**config.mk**
```make
export PLATFORM = sky130hd
export DESIGN_NAME = tw_serial_port
export DESIGN_NICKNAME = d
export VERILOG_FILES = /design/src/rtl/tw_pkg.sv /design/src/rtl/tw_line_filter.sv /design/src/rtl/tw_serial_port.sv
export VERILOG_INCLUDE_DIRS = /design/src /design/src/rtl
export SDC_FILE = /design/constraint.sdc
export NUM_CORES = 1
export LEC_CHECK = 0
export ABC_AREA = 0
export BUFFER_PORTS_ARGS = -buffer_cell sky130_fd_sc_hd__buf_4
export CORE_ASPECT_RATIO = 2
export CORE_MARGIN = 10
export CORE_UTILIZATION = 30
export CTS_CLUSTER_SIZE = 12
export DETAILED_ROUTE_END_ITERATION = 8
export GPL_ROUTABILITY_DRIVEN = 0
export PLACE_DENSITY = 0.48
export SETUP_SLACK_MARGIN = 0.5
export SYNTH_ARGS = -nofsm -noshare
export SYNTH_HDL_FRONTEND = slang
export SYNTH_HIERARCHICAL = 1
export SYNTH_SLANG_ARGS = --single-unit
```
**constraint.sdc**
```tcl
create_clock -name sys_clk_i -period 2.39 [get_ports sys_clk_i]
set_input_delay 0.1195 -clock sys_clk_i [delete_from_list [all_inputs] [get_ports sys_clk_i]]
set_output_delay 0.1195 -clock sys_clk_i [all_outputs]
set_load 0.1 [all_outputs]
```
**src/rtl/tw_consts.svh**
```systemverilog
`ifndef TW_CONSTS_SVH
`define TW_CONSTS_SVH

`define TW_DAT_OFS     8'h9A
`define TW_ADD_OFS     8'h9B
`define TW_CON_OFS     8'hE8
`define TW_DAT_RST     8'h00
`define TW_ADD_RST     8'h55
`define TW_CON_RST     8'h00
`define TW_BIT_DO      7
`define TW_BIT_OE      6
`define TW_BIT_CO      5
`define TW_BIT_DI      4
`define TW_BIT_ROLE    3
`define TW_BIT_SRST    2
`define TW_BIT_DIR     1
`define TW_BIT_FLAG    0
`define TW_CLK_NS      10
`define TW_SPIKE_NS    50
`define TW_FILT_CYC    ((`TW_SPIKE_NS + `TW_CLK_NS - 1) / `TW_CLK_NS)
`endif

```
**src/rtl/tw_pkg.sv**
```systemverilog
package tw_pkg;
   typedef struct packed {
      logic serial_data_pin;
      logic serial_clock_pin;
   } pad_t;

   typedef enum logic [3:0] {
      S_IDLE, S_ADDR, S_AACK, S_HOLD, S_RX, S_DACK, S_TX, S_MACK,
      S_HALT
   } slave_state_t;
endpackage

```
**src/rtl/tw_line_filter.sv**
```systemverilog
`include "tw_consts.svh"
module tw_line_filter (
   // Clock and reset
   input  wire logic sys_clk_i,
   input  wire logic rst_i,
   // Raw pin and clean level
   input  wire logic line_i,
   output logic      line_o
);
   localparam int FILT_CYC = `TW_FILT_CYC;

   logic       sync1_r;
   logic       sync2_r;
   logic [3:0] cnt_r;
   logic       differs;

   assign differs = sync2_r != line_o;

   always_ff @(posedge sys_clk_i) begin
      if (rst_i) begin
         sync1_r <= 1'b1;
         sync2_r <= 1'b1;
      end else begin
         sync1_r <= line_i;
         sync2_r <= sync1_r;
      end
   end

   // New level must hold for the full spike time
   always_ff @(posedge sys_clk_i) begin
      if (rst_i) begin
         cnt_r  <= 4'h0;
         line_o <= 1'b1;
      end else if (!differs) begin
         cnt_r <= 4'h0;
      end else if (cnt_r == 4'(FILT_CYC - 1)) begin
         cnt_r  <= 4'h0;
         line_o <= sync2_r;
      end else begin
         cnt_r <= cnt_r + 4'h1;
      end
   end
endmodule

```
**src/rtl/tw_serial_port.sv**
```systemverilog
`include "tw_consts.svh"
module tw_serial_port (
   // Clock and reset
   input  wire logic        sys_clk_i,
   input  wire logic        rst_i,
   // Special function register access
   input  wire logic [7:0]  sfr_addr_i,
   input  wire logic [7:0]  sfr_wdata_i,
   input  wire logic        sfr_wr_i,
   input  wire logic        sfr_rd_i,
   output logic      [7:0]  sfr_rdata_o,
   // Pin sharing with SPI
   input  wire logic        spi_port_select_i,
   // Shared pins
   input  wire tw_pkg::pad_t pad_i,
   output tw_pkg::pad_t      pad_o,
   output tw_pkg::pad_t      pad_oe_o,
   // Interrupt request
   output logic              slave_irq_o
);
   import tw_pkg::*;
   logic         sw_data_out_r;
   logic         sw_data_out_enable_r;
   logic         sw_clock_out_r;
   logic         sw_data_in_r;
   logic         role_select_r;
   logic         slave_reset_r;
   logic         slave_direction_r;
   logic         slave_byte_flag_r;
   logic [7:0]   own_slave_address_r;
   logic [7:0]   serial_data_byte_r;
   logic [7:0]   shift_r;
   logic [7:0]   shift_nxt;
   logic [3:0]   cnt_r;
   logic [3:0]   cnt_nxt;
   logic         acc_done_r;
   slave_state_t state_r;
   slave_state_t state_nxt;
   pad_t         filt;
   pad_t         prev_r;
   logic [1:0]   filt_bits;
   logic         flag_set;
   logic         rx_load;
   logic         addr_hit;
   assign filt     = filt_bits;
   for (genvar i = 0; i < 2; i++) begin : g_filt
      tw_line_filter u_filt (
         .sys_clk_i (sys_clk_i),
         .rst_i     (rst_i),
         .line_i    (pad_i[i]),
         .line_o    (filt_bits[i])
      );
   end
   // Decode and bus events
   wire con_sel   = sfr_addr_i == `TW_CON_OFS;
   wire add_sel   = sfr_addr_i == `TW_ADD_OFS;
   wire dat_sel   = sfr_addr_i == `TW_DAT_OFS;
   wire dat_acc   = dat_sel && (sfr_wr_i || sfr_rd_i);
   wire master_on = !spi_port_select_i && role_select_r;
   wire slave_on  = !spi_port_select_i && !role_select_r
                    && !slave_reset_r;
   wire scl_rise  = filt.serial_clock_pin && !prev_r.serial_clock_pin;
   wire scl_fall  = !filt.serial_clock_pin && prev_r.serial_clock_pin;
   wire scl_high  = filt.serial_clock_pin && prev_r.serial_clock_pin;
   wire start_det = scl_high && prev_r.serial_data_pin
                    && !filt.serial_data_pin;
   wire stop_det  = scl_high && !prev_r.serial_data_pin
                    && filt.serial_data_pin;
   wire sda_in    = filt.serial_data_pin;
   wire [7:0] con_val = {sw_data_out_r, sw_data_out_enable_r,
                         sw_clock_out_r, sw_data_in_r, role_select_r,
                         slave_reset_r, slave_direction_r,
                         slave_byte_flag_r};
   wire [7:0] rd_nxt = con_sel ? con_val :
                       add_sel ? own_slave_address_r :
                       dat_sel ? serial_data_byte_r : 8'h00;
   wire sda_low = (state_r == S_AACK) || (state_r == S_DACK)
                  || ((state_r == S_TX) && !shift_r[7]);
   wire scl_low = (state_r == S_HOLD) && slave_byte_flag_r;
   always_comb begin
      state_nxt = state_r;
      shift_nxt = shift_r;
      cnt_nxt   = cnt_r;
      flag_set  = 1'b0;
      rx_load   = 1'b0;
      addr_hit  = 1'b0;
      if (!slave_on) begin
         state_nxt = S_IDLE;
         cnt_nxt   = 4'h0;
      end else if (dat_acc && acc_done_r) begin
         state_nxt = S_HALT;
      end else if (state_r == S_HALT) begin
         state_nxt = S_HALT;
      end else if (stop_det) begin
         state_nxt = S_IDLE;
      end else if (start_det) begin
         state_nxt = S_ADDR;
         cnt_nxt   = 4'h0;
      end else begin
         case (state_r)
            S_ADDR, S_RX: begin
               if (scl_rise) begin
                  shift_nxt = {shift_r[6:0], sda_in};
                  cnt_nxt   = cnt_r + 4'h1;
               end else if (scl_fall && cnt_r == 4'h8) begin
                  cnt_nxt = 4'h0;
                  if (state_r == S_RX) begin
                     rx_load   = 1'b1;
                     flag_set  = 1'b1;
                     state_nxt = S_DACK;
                  end else if (shift_r[7:1] ==
                               own_slave_address_r[6:0]) begin
                     addr_hit  = 1'b1;
                     rx_load   = 1'b1;
                     flag_set  = 1'b1;
                     state_nxt = S_AACK;
                  end else begin
                     state_nxt = S_IDLE;
                  end
               end
            end
            S_AACK, S_DACK: begin
               if (scl_fall) begin
                  state_nxt = S_HOLD;
               end
            end
            S_HOLD: begin
               if (!slave_byte_flag_r) begin
                  state_nxt = slave_direction_r ? S_TX : S_RX;
                  shift_nxt = serial_data_byte_r;
                  cnt_nxt   = 4'h0;
               end
            end
            S_TX: begin
               if (scl_fall) begin
                  shift_nxt = {shift_r[6:0], 1'b1};
                  cnt_nxt   = cnt_r + 4'h1;
                  if (cnt_r == 4'h7) begin
                     state_nxt = S_MACK;
                     cnt_nxt   = 4'h0;
                  end
               end
            end
            S_MACK: begin
               if (scl_rise && sda_in) begin
                  state_nxt = S_IDLE;
               end else if (scl_rise) begin
                  flag_set = 1'b1;
                  cnt_nxt  = 4'h1;
               end else if (scl_fall && cnt_r == 4'h1) begin
                  state_nxt = S_HOLD;
               end
            end
            default: state_nxt = S_IDLE;
         endcase
      end
   end
   always_ff @(posedge sys_clk_i) begin
      if (rst_i) begin
         state_r <= S_IDLE;
         shift_r <= 8'h00;
         cnt_r   <= 4'h0;
         prev_r  <= 2'h3;
      end else begin
         state_r <= state_nxt;
         shift_r <= shift_nxt;
         cnt_r   <= cnt_nxt;
         prev_r  <= filt;
      end
   end
   // Registers seen by software
   always_ff @(posedge sys_clk_i) begin
      if (rst_i) begin
         {sw_data_out_r, sw_data_out_enable_r, sw_clock_out_r} <= 3'h0;
         role_select_r       <= 1'(`TW_CON_RST >> `TW_BIT_ROLE);
         slave_reset_r       <= 1'b0;
         own_slave_address_r <= `TW_ADD_RST;
      end else if (sfr_wr_i && con_sel) begin
         sw_data_out_r        <= sfr_wdata_i[`TW_BIT_DO];
         sw_data_out_enable_r <= sfr_wdata_i[`TW_BIT_OE];
         sw_clock_out_r       <= sfr_wdata_i[`TW_BIT_CO];
         role_select_r        <= sfr_wdata_i[`TW_BIT_ROLE];
         slave_reset_r        <= sfr_wdata_i[`TW_BIT_SRST];
      end else if (sfr_wr_i && add_sel) begin
         own_slave_address_r <= sfr_wdata_i;
      end
   end
   always_ff @(posedge sys_clk_i) begin
      if (rst_i) begin
         serial_data_byte_r <= `TW_DAT_RST;
      end else if (rx_load) begin
         serial_data_byte_r <= shift_r;
      end else if (sfr_wr_i && dat_sel) begin
         serial_data_byte_r <= sfr_wdata_i;
      end
   end
   // Flags: a set in the clearing cycle wins, except acc_done_r, where the clear wins
   always_ff @(posedge sys_clk_i) begin
      if (rst_i) begin
         slave_byte_flag_r <= 1'b0;
         slave_direction_r <= 1'b0;
         acc_done_r        <= 1'b0;
         sw_data_in_r      <= 1'b0;
         sfr_rdata_o       <= 8'h00;
      end else begin
         if (flag_set)
            slave_byte_flag_r <= 1'b1;
         else if (dat_acc || !slave_on)
            slave_byte_flag_r <= 1'b0;
         if (addr_hit)
            slave_direction_r <= shift_r[0];
         else if (!slave_on)
            slave_direction_r <= 1'b0;
         if (flag_set || !slave_on)
            acc_done_r <= 1'b0;
         else if (dat_acc)
            acc_done_r <= 1'b1;
         if (master_on && !sw_data_out_enable_r && scl_rise)
            sw_data_in_r <= sda_in;
         if (sfr_rd_i)
            sfr_rdata_o <= rd_nxt;
      end
   end
   // Pin drive
   always_ff @(posedge sys_clk_i) begin
      if (rst_i) begin
         pad_o       <= 2'h0;
         pad_oe_o    <= 2'h0;
         slave_irq_o <= 1'b0;
      end else begin
         slave_irq_o <= slave_byte_flag_r;
         if (master_on) begin
            pad_o    <= {sw_data_out_r, sw_clock_out_r};
            pad_oe_o <= {sw_data_out_enable_r, 1'b1};
         end else if (slave_on) begin
            pad_o    <= 2'h0;
            pad_oe_o <= {sda_low, scl_low};
         end else begin
            pad_o    <= 2'h0;
            pad_oe_o <= 2'h0;
         end
      end
   end
endmodule

```
==> impl_metrics.ini, run 1 <==
[outcome]
outcome = complete, no violations

[sta]
finalCritPeriodShare_pct = 77.9
tightest_slew_ns = 0.674
fmax_ghz = 0.537
hold_slack_ns = 0.0380
tns_ns = 0
fin_skew_ns = 0.00548
min_period_ns = 1.86
setup_viol = 0
relSlewSlack_pct = 55.0
hold_viol_final = 0
slew_violations = 0
layout_setup_ws_ns = 0.529
rsz0062_at_grt = yes

[placed_design]
dp.cells = 562
place_area_um2 = 3980
dp_slack_ns = 0.207
io_buffer_count = 35
hpwl_um = 8140

[critical_path]
required_ns = 2.60
crit_type = flip-flop to flip-flop
reg2reg_slack_ns = 0.53
crit_path_max_fanout = 13
critPathLaunchType = flip-flop
cp-end-kind = flip-flop
crit_arrival_ns = 2.07

[grt]
use_met2_pct = 26.6
grt_max_degree = 56
met3_usage_pct = 2.91
grt_antenna_before_repair = 0
grt_pass1_vias = 3166
met1_usage_pct = 12.7
overflow = 0
track_usage_pct = 13.9
busiest_layer = met2
grt_pass1_wl_um = 17300

[final_layout]
n_antenna_cell = 0
area_delta_synth_final_pct = 28.9
fin_cells = 584
register_area_um2 = 1420
multiInputGateArea_um2 = 2090
stdcell_area_um2 = 4500
final_nets = 467
drive_gt1_share_pct = 30.3
n_fill_cell = 1171

[routing]
route.detailed.drc = 0
drt_first_pass_iters = 5
drt_iter0_drc = 135
drt_wl_total_um = 10900
ant_nets = 0
viasPerCell = 5.30
num_vias = 3095
post_drt_wl_per_cell_um = 18.6

[cts]
clkSinkCount = 70
clock_latency_ns = 0.34
htreeDepth = 3
clk_pin_slew_ns = 0.06
clockRootBuffer = clkbuf_16
cts_buffers = 9
clockBufferDepth = 2
cts_tree = done

[synthesis]
ys.flop_type = dfxtp_1
synth_edf_count = 0
yosysUniqueCellTypes = 60
synth-seq-cells = 70
synth-async-reset-ratio_pct = 0
seq_area_frac_synth_pct = 40.2
synth_cells = 385
postSynthAreaPerCell_um2 = 9.06
synth_fp_nets = 415
yosysWarnings = 6
syn_area_um2 = 3490

[die]
die_y_um = 172
rows = 55
die_x_um = 96.2
die-area_um2 = 16600
io_pins = 36
fp.coreArea_um2 = 11400
initial_core_util_pct = 30.7

[worst_hold_path]
min_path_type = input pin to flip-flop

[power]
peakVddDrop_mv = 0.402
power_density_nw_per_um2 = 617
leakage_nw = 1.80

[flow_run]
cap_violations = 0
cells by family (layout without fill, tap and decap cells):
| logic type | count (synthesis) | count (layout) | synth area share [%] |
|---|---|---|---|
| AND/OR/NAND/NOR | 153 | 153 | 23.0 |
| AO/OA/AOI/OAI | 74 | 74 | 15.8 |
| flip-flops | 70 | 70 | 40.2 |
| multiplexers | 38 | 38 | 11.4 |
| buffers and inverters | 29 | 86 | 3.52 |
| XOR/XNOR | 14 | 14 | 3.52 |
| adder cells (fa/ha/maj) | 7 | 7 | 2.51 |
cell usage after synthesis, types with 3 or more instances:
cell	number	area (µm²)
a211o_1	5	43.8
a211oi_1	4	30.0
a21oi_1	16	80.1
a222oi_1	3	30.0
a22oi_1	5	37.5
a311oi_1	5	43.8
a31oi_1	5	31.3
and3_1	5	31.3
and3b_1	3	26.3
clkbuf_1	12	45.0
dfxtp_1	70	1400
ha_1	7	87.6
inv_1	12	45.0
mux2_2	15	169
mux2i_1	23	230
nand2_1	25	93.8
nand2b_1	7	43.8
nand3_1	12	60.1
nand3b_1	3	22.5
nand4b_1	3	26.3
nor2_1	53	199
nor2b_1	5	31.3
nor3_1	9	45.0
nor3b_1	4	30.0
nor4_1	3	18.8
o21ai_0	10	50.1
or2_2	8	50.1
xnor2_1	10	87.6
xor2_1	4	35.0
worst max-delay path, stage by stage (launching register included):
cell      delay [ns]
dfxtp_4         0.41
nand2_1         0.19
a211o_1         0.32
a221o_1         0.38
nand3_2         0.15
mux2i_1         0.20
a211oi_1        0.08
final timing paths:
kind | from | end | depth (start not counted)
setup / recovery | state_r[0] | state_r[0] | 6
hold / removal | sfr_wdata_i[7] | sw_data_out_r | 3
hold reg to reg | g_filt[1].u_filt/sync1_r | g_filt[1].u_filt/sync2_r | 1
setup reg to reg | state_r[0] | state_r[0] | 6
state kept, by name, indices dropped and copies added (netlist names), 2 cells and up:
| name | flops |
|---|---|
| sfr_rdata_o | 8 |
| prev_r | 2 |
| serial_data_byte_r | 8 |
| state_r | 4 |
| pad_oe_o | 2 |
| pad_o | 2 |
| shift_r | 8 |
| g_filt.u_filt/sync2_r | 2 |
| g_filt.u_filt/sync1_r | 2 |
| g_filt.u_filt/line_o | 2 |
| own_slave_address_r | 8 |
| g_filt.u_filt/cnt_r | 8 |
| cnt_r | 4 |
through the flow:
step	total power, mW	util, %
2_1_floorplan	1.30	-
3_3_place_gp	1.37	35.1
3_5_place_dp	1.37	35.1
4_1_cts	2.80	38.6
5_1_grt	2.86	39.6
6_report	2.78	39.6
placed cells by master (no fill, tap or decap), drive strengths merged, types with 3 or more instances in the layout:
master  netlist  layout
dfxtp        70      70
buf           5      56
nor2         53      53
nand2        25      25
mux2i        23      23
a21oi        16      16
mux2         15      15
inv          12      12
nand3        12      12
xnor2        10      10
clkbuf       12      10
or2          10      10
o21ai        10      10
nor3          9       9
ha            7       7
nand2b        7       7
a311oi        6       6
a211o         5       5
a22oi         5       5
and3          5       5
a31oi         5       5
nor2b         5       5
xor2          4       4
a211oi        4       4
nor4          4       4
or3           4       4
nor3b         4       4
nand3b        3       3
a222oi        3       3
and3b         3       3
nand4b        3       3
nand4         3       3
clkinv        0       3
repair_timing:
action	4_1_cts	5_1_grt
resized for setup	16	27
gates cloned	0	0
buffers inserted	3	1
endpoints found under the setup margin	25	23
hold buffers	2	0
hold endpoints to repair	2	0
pin swaps	5	13
routing by layer:
layer,vias up,wire (µm)
met5,-,0
met4,0,456
met3,37,422
met2,86,6340
met1,1481,3660
li1,1491,-
power by group:
part | switching [mW] | internal, mW
clock network | 0.525 | 0.912
registers | 0.00621 | 1.17
logic | 0.105 | 0.0533
final cells by class:
cell class	instances	share of cell area (%)
sequential	70	31.6
inverter	12	1.00
tap	142	3.95
clock inverter	6	1.92
timing repair buffer	58	9.88
multi-input combinational	286	46.6
clock buffer	10	5.09
Note: power is estimated with default switching activity, not from simulation.
==> inputs of run 2 (changes only) <==
==> constraint.sdc (replaced) <==
create_clock -name sys_clk_i -period 1.9 [get_ports sys_clk_i]
set_input_delay 0.095 -clock sys_clk_i [delete_from_list [all_inputs] [get_ports sys_clk_i]]
set_output_delay 0.095 -clock sys_clk_i [all_outputs]
set_load 0.1 [all_outputs]
==> run 2 against run 1 <==
Net effect: count of clock-buffer cells in the layout did not move; wire length rose by 1.0%; clock skew barely moved; critical path depth rose by 2; power rose by 24%; sequential power rose by 26%; clock power rose by 21%; first-iteration DRC count fell by 3.7%; sequential share of layout area fell by 2.7 points; flip-flop and latch count did not move; global-route usage fell by 0.070 points; non-clock buffer count rose by 37; critical endpoint is now cnt_r[3]; largest power group unchanged.
==> impl_metrics.ini, run 2 (synthesis gave the netlist of run 1 again) <==
[final_layout]
mostFrequentLayoutCells = buf_4, dfxtp_1, nor2_1
drive_gt1_share_pct = 40.9
final_nets = 504
n_antenna_cell = 0
fin_cells = 621
multiInputGateArea_um2 = 2210
fin_util_pct = 43.5
area_delta_synth_final_pct = 41.5
mostFrequentLayoutCell = buf_4
register_area_um2 = 1430
n_fill_cell = 1135

[routing]
drt_iter0_drc = 130
viasPerCell = 5.17
drt_wl_total_um = 11000
ant_nets = 0
post_drt_wl_per_cell_um = 17.7
drt_first_pass_iters = 5
route.detailed.drc = 0
num_vias = 3208

[cts]
htreeDepth = 3
cts_tree = done
clockRootBuffer = clkbuf_16
clockBufferDepth = 2
clkSinkCount = 70
cts_buffers = 9
clock_latency_ns = 0.34
clk_pin_slew_ns = 0.06

[sta]
min_period_ns = 1.85
finalCritPeriodShare_pct = 97.6
hold_viol_final = 0
relSlewSlack_pct = 70.1
fin_skew_ns = 0.00548
setup_viol = 0
fmax_ghz = 0.539
slew_violations = 0
tightest_slew_ns = 0.447
hold_slack_ns = 0.00968
rsz0062_at_grt = yes

[power]
power_density_nw_per_um2 = 696
peakVddDrop_mv = 0.420
leakage_nw = 2.03
power_mw = 3.43

[grt]
grt_pass1_vias = 3269
grt_pass1_wl_um = 17200
track_usage_pct = 13.8
grt_max_degree = 45
overflow = 0
grt_antenna_before_repair = 0

[placed_design]
dp.cells = 597
io_buffer_count = 35
hpwl_um = 8510

[critical_path]
crit_arrival_ns = 2.10
crit_path_max_fanout = 4
required_ns = 2.15
critPathLaunchType = flip-flop
crit_type = flip-flop to flip-flop
cp-end-kind = flip-flop

[flow_run]
cap_violations = 0

[die]
fp.coreArea_um2 = 11400
initial_core_util_pct = 30.7
io_pins = 36
die-area_um2 = 16600
die_x_um = 96.2
die_y_um = 172
rows = 55

[worst_hold_path]
min_path_type = input pin to flip-flop

[outcome]
outcome = complete, no violations
-- run 2: cell types whose count changed in the layout (fill, tap and decap cells not counted), moves of 4 or more --
cell / change
nor2_1: -5
dfxtp_1: -5
dfxtp_2: +5
buf_4: +29
buf_6: +6
nand3_1: -4
-- run 2: layout make-up --
class,instances,share of cell area [%]
multi-input cells,286,44.8
inverters,12,0.913
well taps,142,3.60
flip-flops and latches,70,28.9
repair buffers,95,15.6
clock buffers,10,4.84
clock inverters,6,1.37
-- run 2: stage by stage --
stage / setup WS (ns) / setup TNS [ns] / area, µm²
6_report: 0.0463 / 0 / 4930
5_1_grt: -0.0274 / -0.0473 / 4930
4_1_cts: 0.0539 / 0 / 4720
3_5_place_dp: -0.0180 / -0.0324 / 4320
3_3_place_gp: 0.00564 / 0 / 4320
2_1_floorplan: 0.117 / 0 / 3560
-- run 2: path summary, 6_finish.rpt --
path	from	to	slack, ns	depth (start not counted)
hold reg to reg	g_filt[0].u_filt/sync1_r	g_filt[0].u_filt/sync2_r	0.41	1
setup reg to reg	cnt_r[0]	cnt_r[3]	0.05	8
setup / recovery	cnt_r[0]	cnt_r[3]	0.05	8
hold / removal	sfr_wdata_i[6]	sw_data_out_enable_r	0.01	3
-- run 2: critical path, cell delays in order, from the launching register on --
cell and delay [ns]:
dfxtp_2 0.35, inv_2 0.07, ha_2 0.19, nand4b_1 0.17, buf_4 0.18, a21boi_2 0.14
o22ai_2 0.12, or2_4 0.28, o41ai_2 0.25
-- run 2: repair_timing --
item / in CTS / in global routing
endpoints found under the hold margin: 2 / 0
endpoints found under the setup margin: 27 / 36
pin swaps: 3 / 11
setup buffers: 1 / 5
gates cloned: 0 / 0
hold buffers: 2 / 0
resized for setup: 21 / 47
-- run 2: routing by layer --
layer | track usage (%) | part of all wire, %
met3 | 2.56 | 2.9
met5 | 0 | 0
met2 | 26.7 | 59
met4 | 7.80 | 4.0
met1 | 12.5 | 34
-- run 2: report_power, final --
part / internal [mW] / switching (mW) / leakage, nW / total (mW)
clock: 1.06 / 0.678 / 0.145 / 1.74
sequential: 1.48 / 0.00761 / 0.571 / 1.49
combinational: 0.0759 / 0.136 / 1.31 / 0.212
total: 2.61 / 0.821 / 2.03 / 3.43
==> inputs of run 3 (changes only) <==
--- a/config.mk
+++ b/config.mk
@@ -15,7 +15,6 @@
 export DETAILED_ROUTE_END_ITERATION = 8
 export GPL_ROUTABILITY_DRIVEN = 0
 export PLACE_DENSITY = 0.48
-export SETUP_SLACK_MARGIN = 0.5
 export SYNTH_ARGS = -nofsm -noshare
 export SYNTH_HDL_FRONTEND = slang
 export SYNTH_HIERARCHICAL = 1
==> run 3 against run 2 <==
Net effect: non-clock buffer count is 16 higher; critical endpoint is now cnt_r[0]; critical path type unchanged; global-route usage is 0.58 points higher; sequential power hardly changed; final cell count is 2.6% higher; critical path depth stayed put; power is 0.25% lower; flip-flop and latch count stayed put; largest power group unchanged; clock skew is 0.0015 ns higher.
==> impl_metrics.ini, run 3 (synthesis gave the netlist of run 1 again) <==
[die]
io_pins = 36
die_x_um = 96.2
die_y_um = 172
die-area_um2 = 16600
fp.coreArea_um2 = 11400
initial_core_util_pct = 30.7
rows = 55

[cts]
clockBufferDepth = 2
htreeDepth = 3
cts_tree = done
clkSinkCount = 70
clockRootBuffer = clkbuf_16
clk_pin_slew_ns = 0.06
clock_latency_ns = 0.33
cts_buffers = 9

[flow_run]
cap_violations = 0

[placed_design]
hpwl_um = 8730
io_buffer_count = 35

[sta]
slew_violations = 0
tns_ns = 0
hold_viol_final = 0
setup_viol = 0
hold_slack_ns = 0.0236
rsz0062_at_grt = yes
min_period_ns = 1.89
finalCritPeriodShare_pct = 99.5
relSlewSlack_pct = 70.1
fmax_ghz = 0.529
tightest_slew_ns = 0.447
fin_skew_ns = 0.00693

[routing]
num_vias = 3276
ant_nets = 0
drt_first_pass_iters = 4
drt_wl_total_um = 11500
viasPerCell = 5.14
route.detailed.drc = 0
post_drt_wl_per_cell_um = 18.1
drt_iter0_drc = 154

[grt]
grt_antenna_before_repair = 0
grt_pass1_wl_um = 17900
overflow = 0
grt_pass1_vias = 3415
track_usage_pct = 14.4
grt_max_degree = 32

[worst_hold_path]
min_path_type = input pin to flip-flop
hold_start = sfr_wdata_i[2]

[final_layout]
final_nets = 520
drive_gt1_share_pct = 38.0
register_area_um2 = 1420
mostFrequentLayoutCells = buf_4, dfxtp_1, nor2_1
n_fill_cell = 1158
area_delta_synth_final_pct = 41.3
multiInputGateArea_um2 = 2080
mostFrequentLayoutCell = buf_4
n_antenna_cell = 0
fin_util_pct = 43.4

[outcome]
outcome = complete, no violations

[critical_path]
critPathLaunch = state_r[2]
required_ns = 2.15
critPathLaunchType = flip-flop
crit_path_max_fanout = 5
cp-end-kind = flip-flop
crit_arrival_ns = 2.14
crit_type = flip-flop to flip-flop
reg2reg_from = state_r[2]

[power]
peakVddDrop_mv = 0.616
power_mw = 3.42
leakage_nw = 2.09
power_density_nw_per_um2 = 695
## run 3: final timing paths
path / cells after the start / slack, ns / to
worst max-delay path: 8 / 0.009 / cnt_r[0]
worst min-delay path: 3 / 0.02 / slave_reset_r
worst max register to register: 8 / 0.009 / cnt_r[0]
worst min register to register: 1 / 0.42 / g_filt[1].u_filt/sync2_r
## run 3: power by group
group / switching [mW] / total [mW] / internal (mW) / leakage [nW]
Sequential: 0.00804 / 1.49 / 1.48 / 0.570
Clock: 0.672 / 1.73 / 1.06 / 0.141
Combinational: 0.134 / 0.208 / 0.0742 / 1.38
## run 3: final cells by class
type                    instances  area share [%]
clock inverters                 6            1.42
flip-flops and latches         70            28.8
multi-input cells             286            42.3
repair buffers                111            18.1
well taps                     142            3.61
clock buffers                  10            4.85
inverters                      12           0.914
## run 3: per-layer routing
metal / GRT usage (%) / up-vias / wire, µm
met5: 0 / - / 0
met4: 8.58 / 0 / 485
met3: 2.48 / 26 / 290
met2: 28.1 / 62 / 6840
met1: 12.8 / 1589 / 3880
li1: - / 1599 / -
## run 3: worst max-delay path: stages (launching register included)
cell and delay, ns:
dfxtp_2 0.34, buf_6 0.14, nand2b_1 0.11, o2bb2ai_2 0.09
a2111oi_2 0.38, o22ai_2 0.18, or2_4 0.29, buf_4 0.14
mux2i_1 0.15
## run 3: what timing repair did
item | 4_1_cts | 5_1_grt
cloned | 0 | 1
gates resized for setup | 14 | 32
hold endpoints to repair | 2 | 0
endpoints found under the setup margin | 6 | 14
buffers inserted | 1 | 6
pin swaps | 2 | 8
hold buffers | 2 | 0
## run 3: stage by stage
step	area, µm²	std cells	worst slack (ns)
after floorplan	3490	385	0.0192
after CTS	4760	630	0.0147
after detailed placement	4390	611	-0.173
after global placement	4390	611	-0.140
final	4930	637	0.00892
after global routing	4930	637	-0.0533
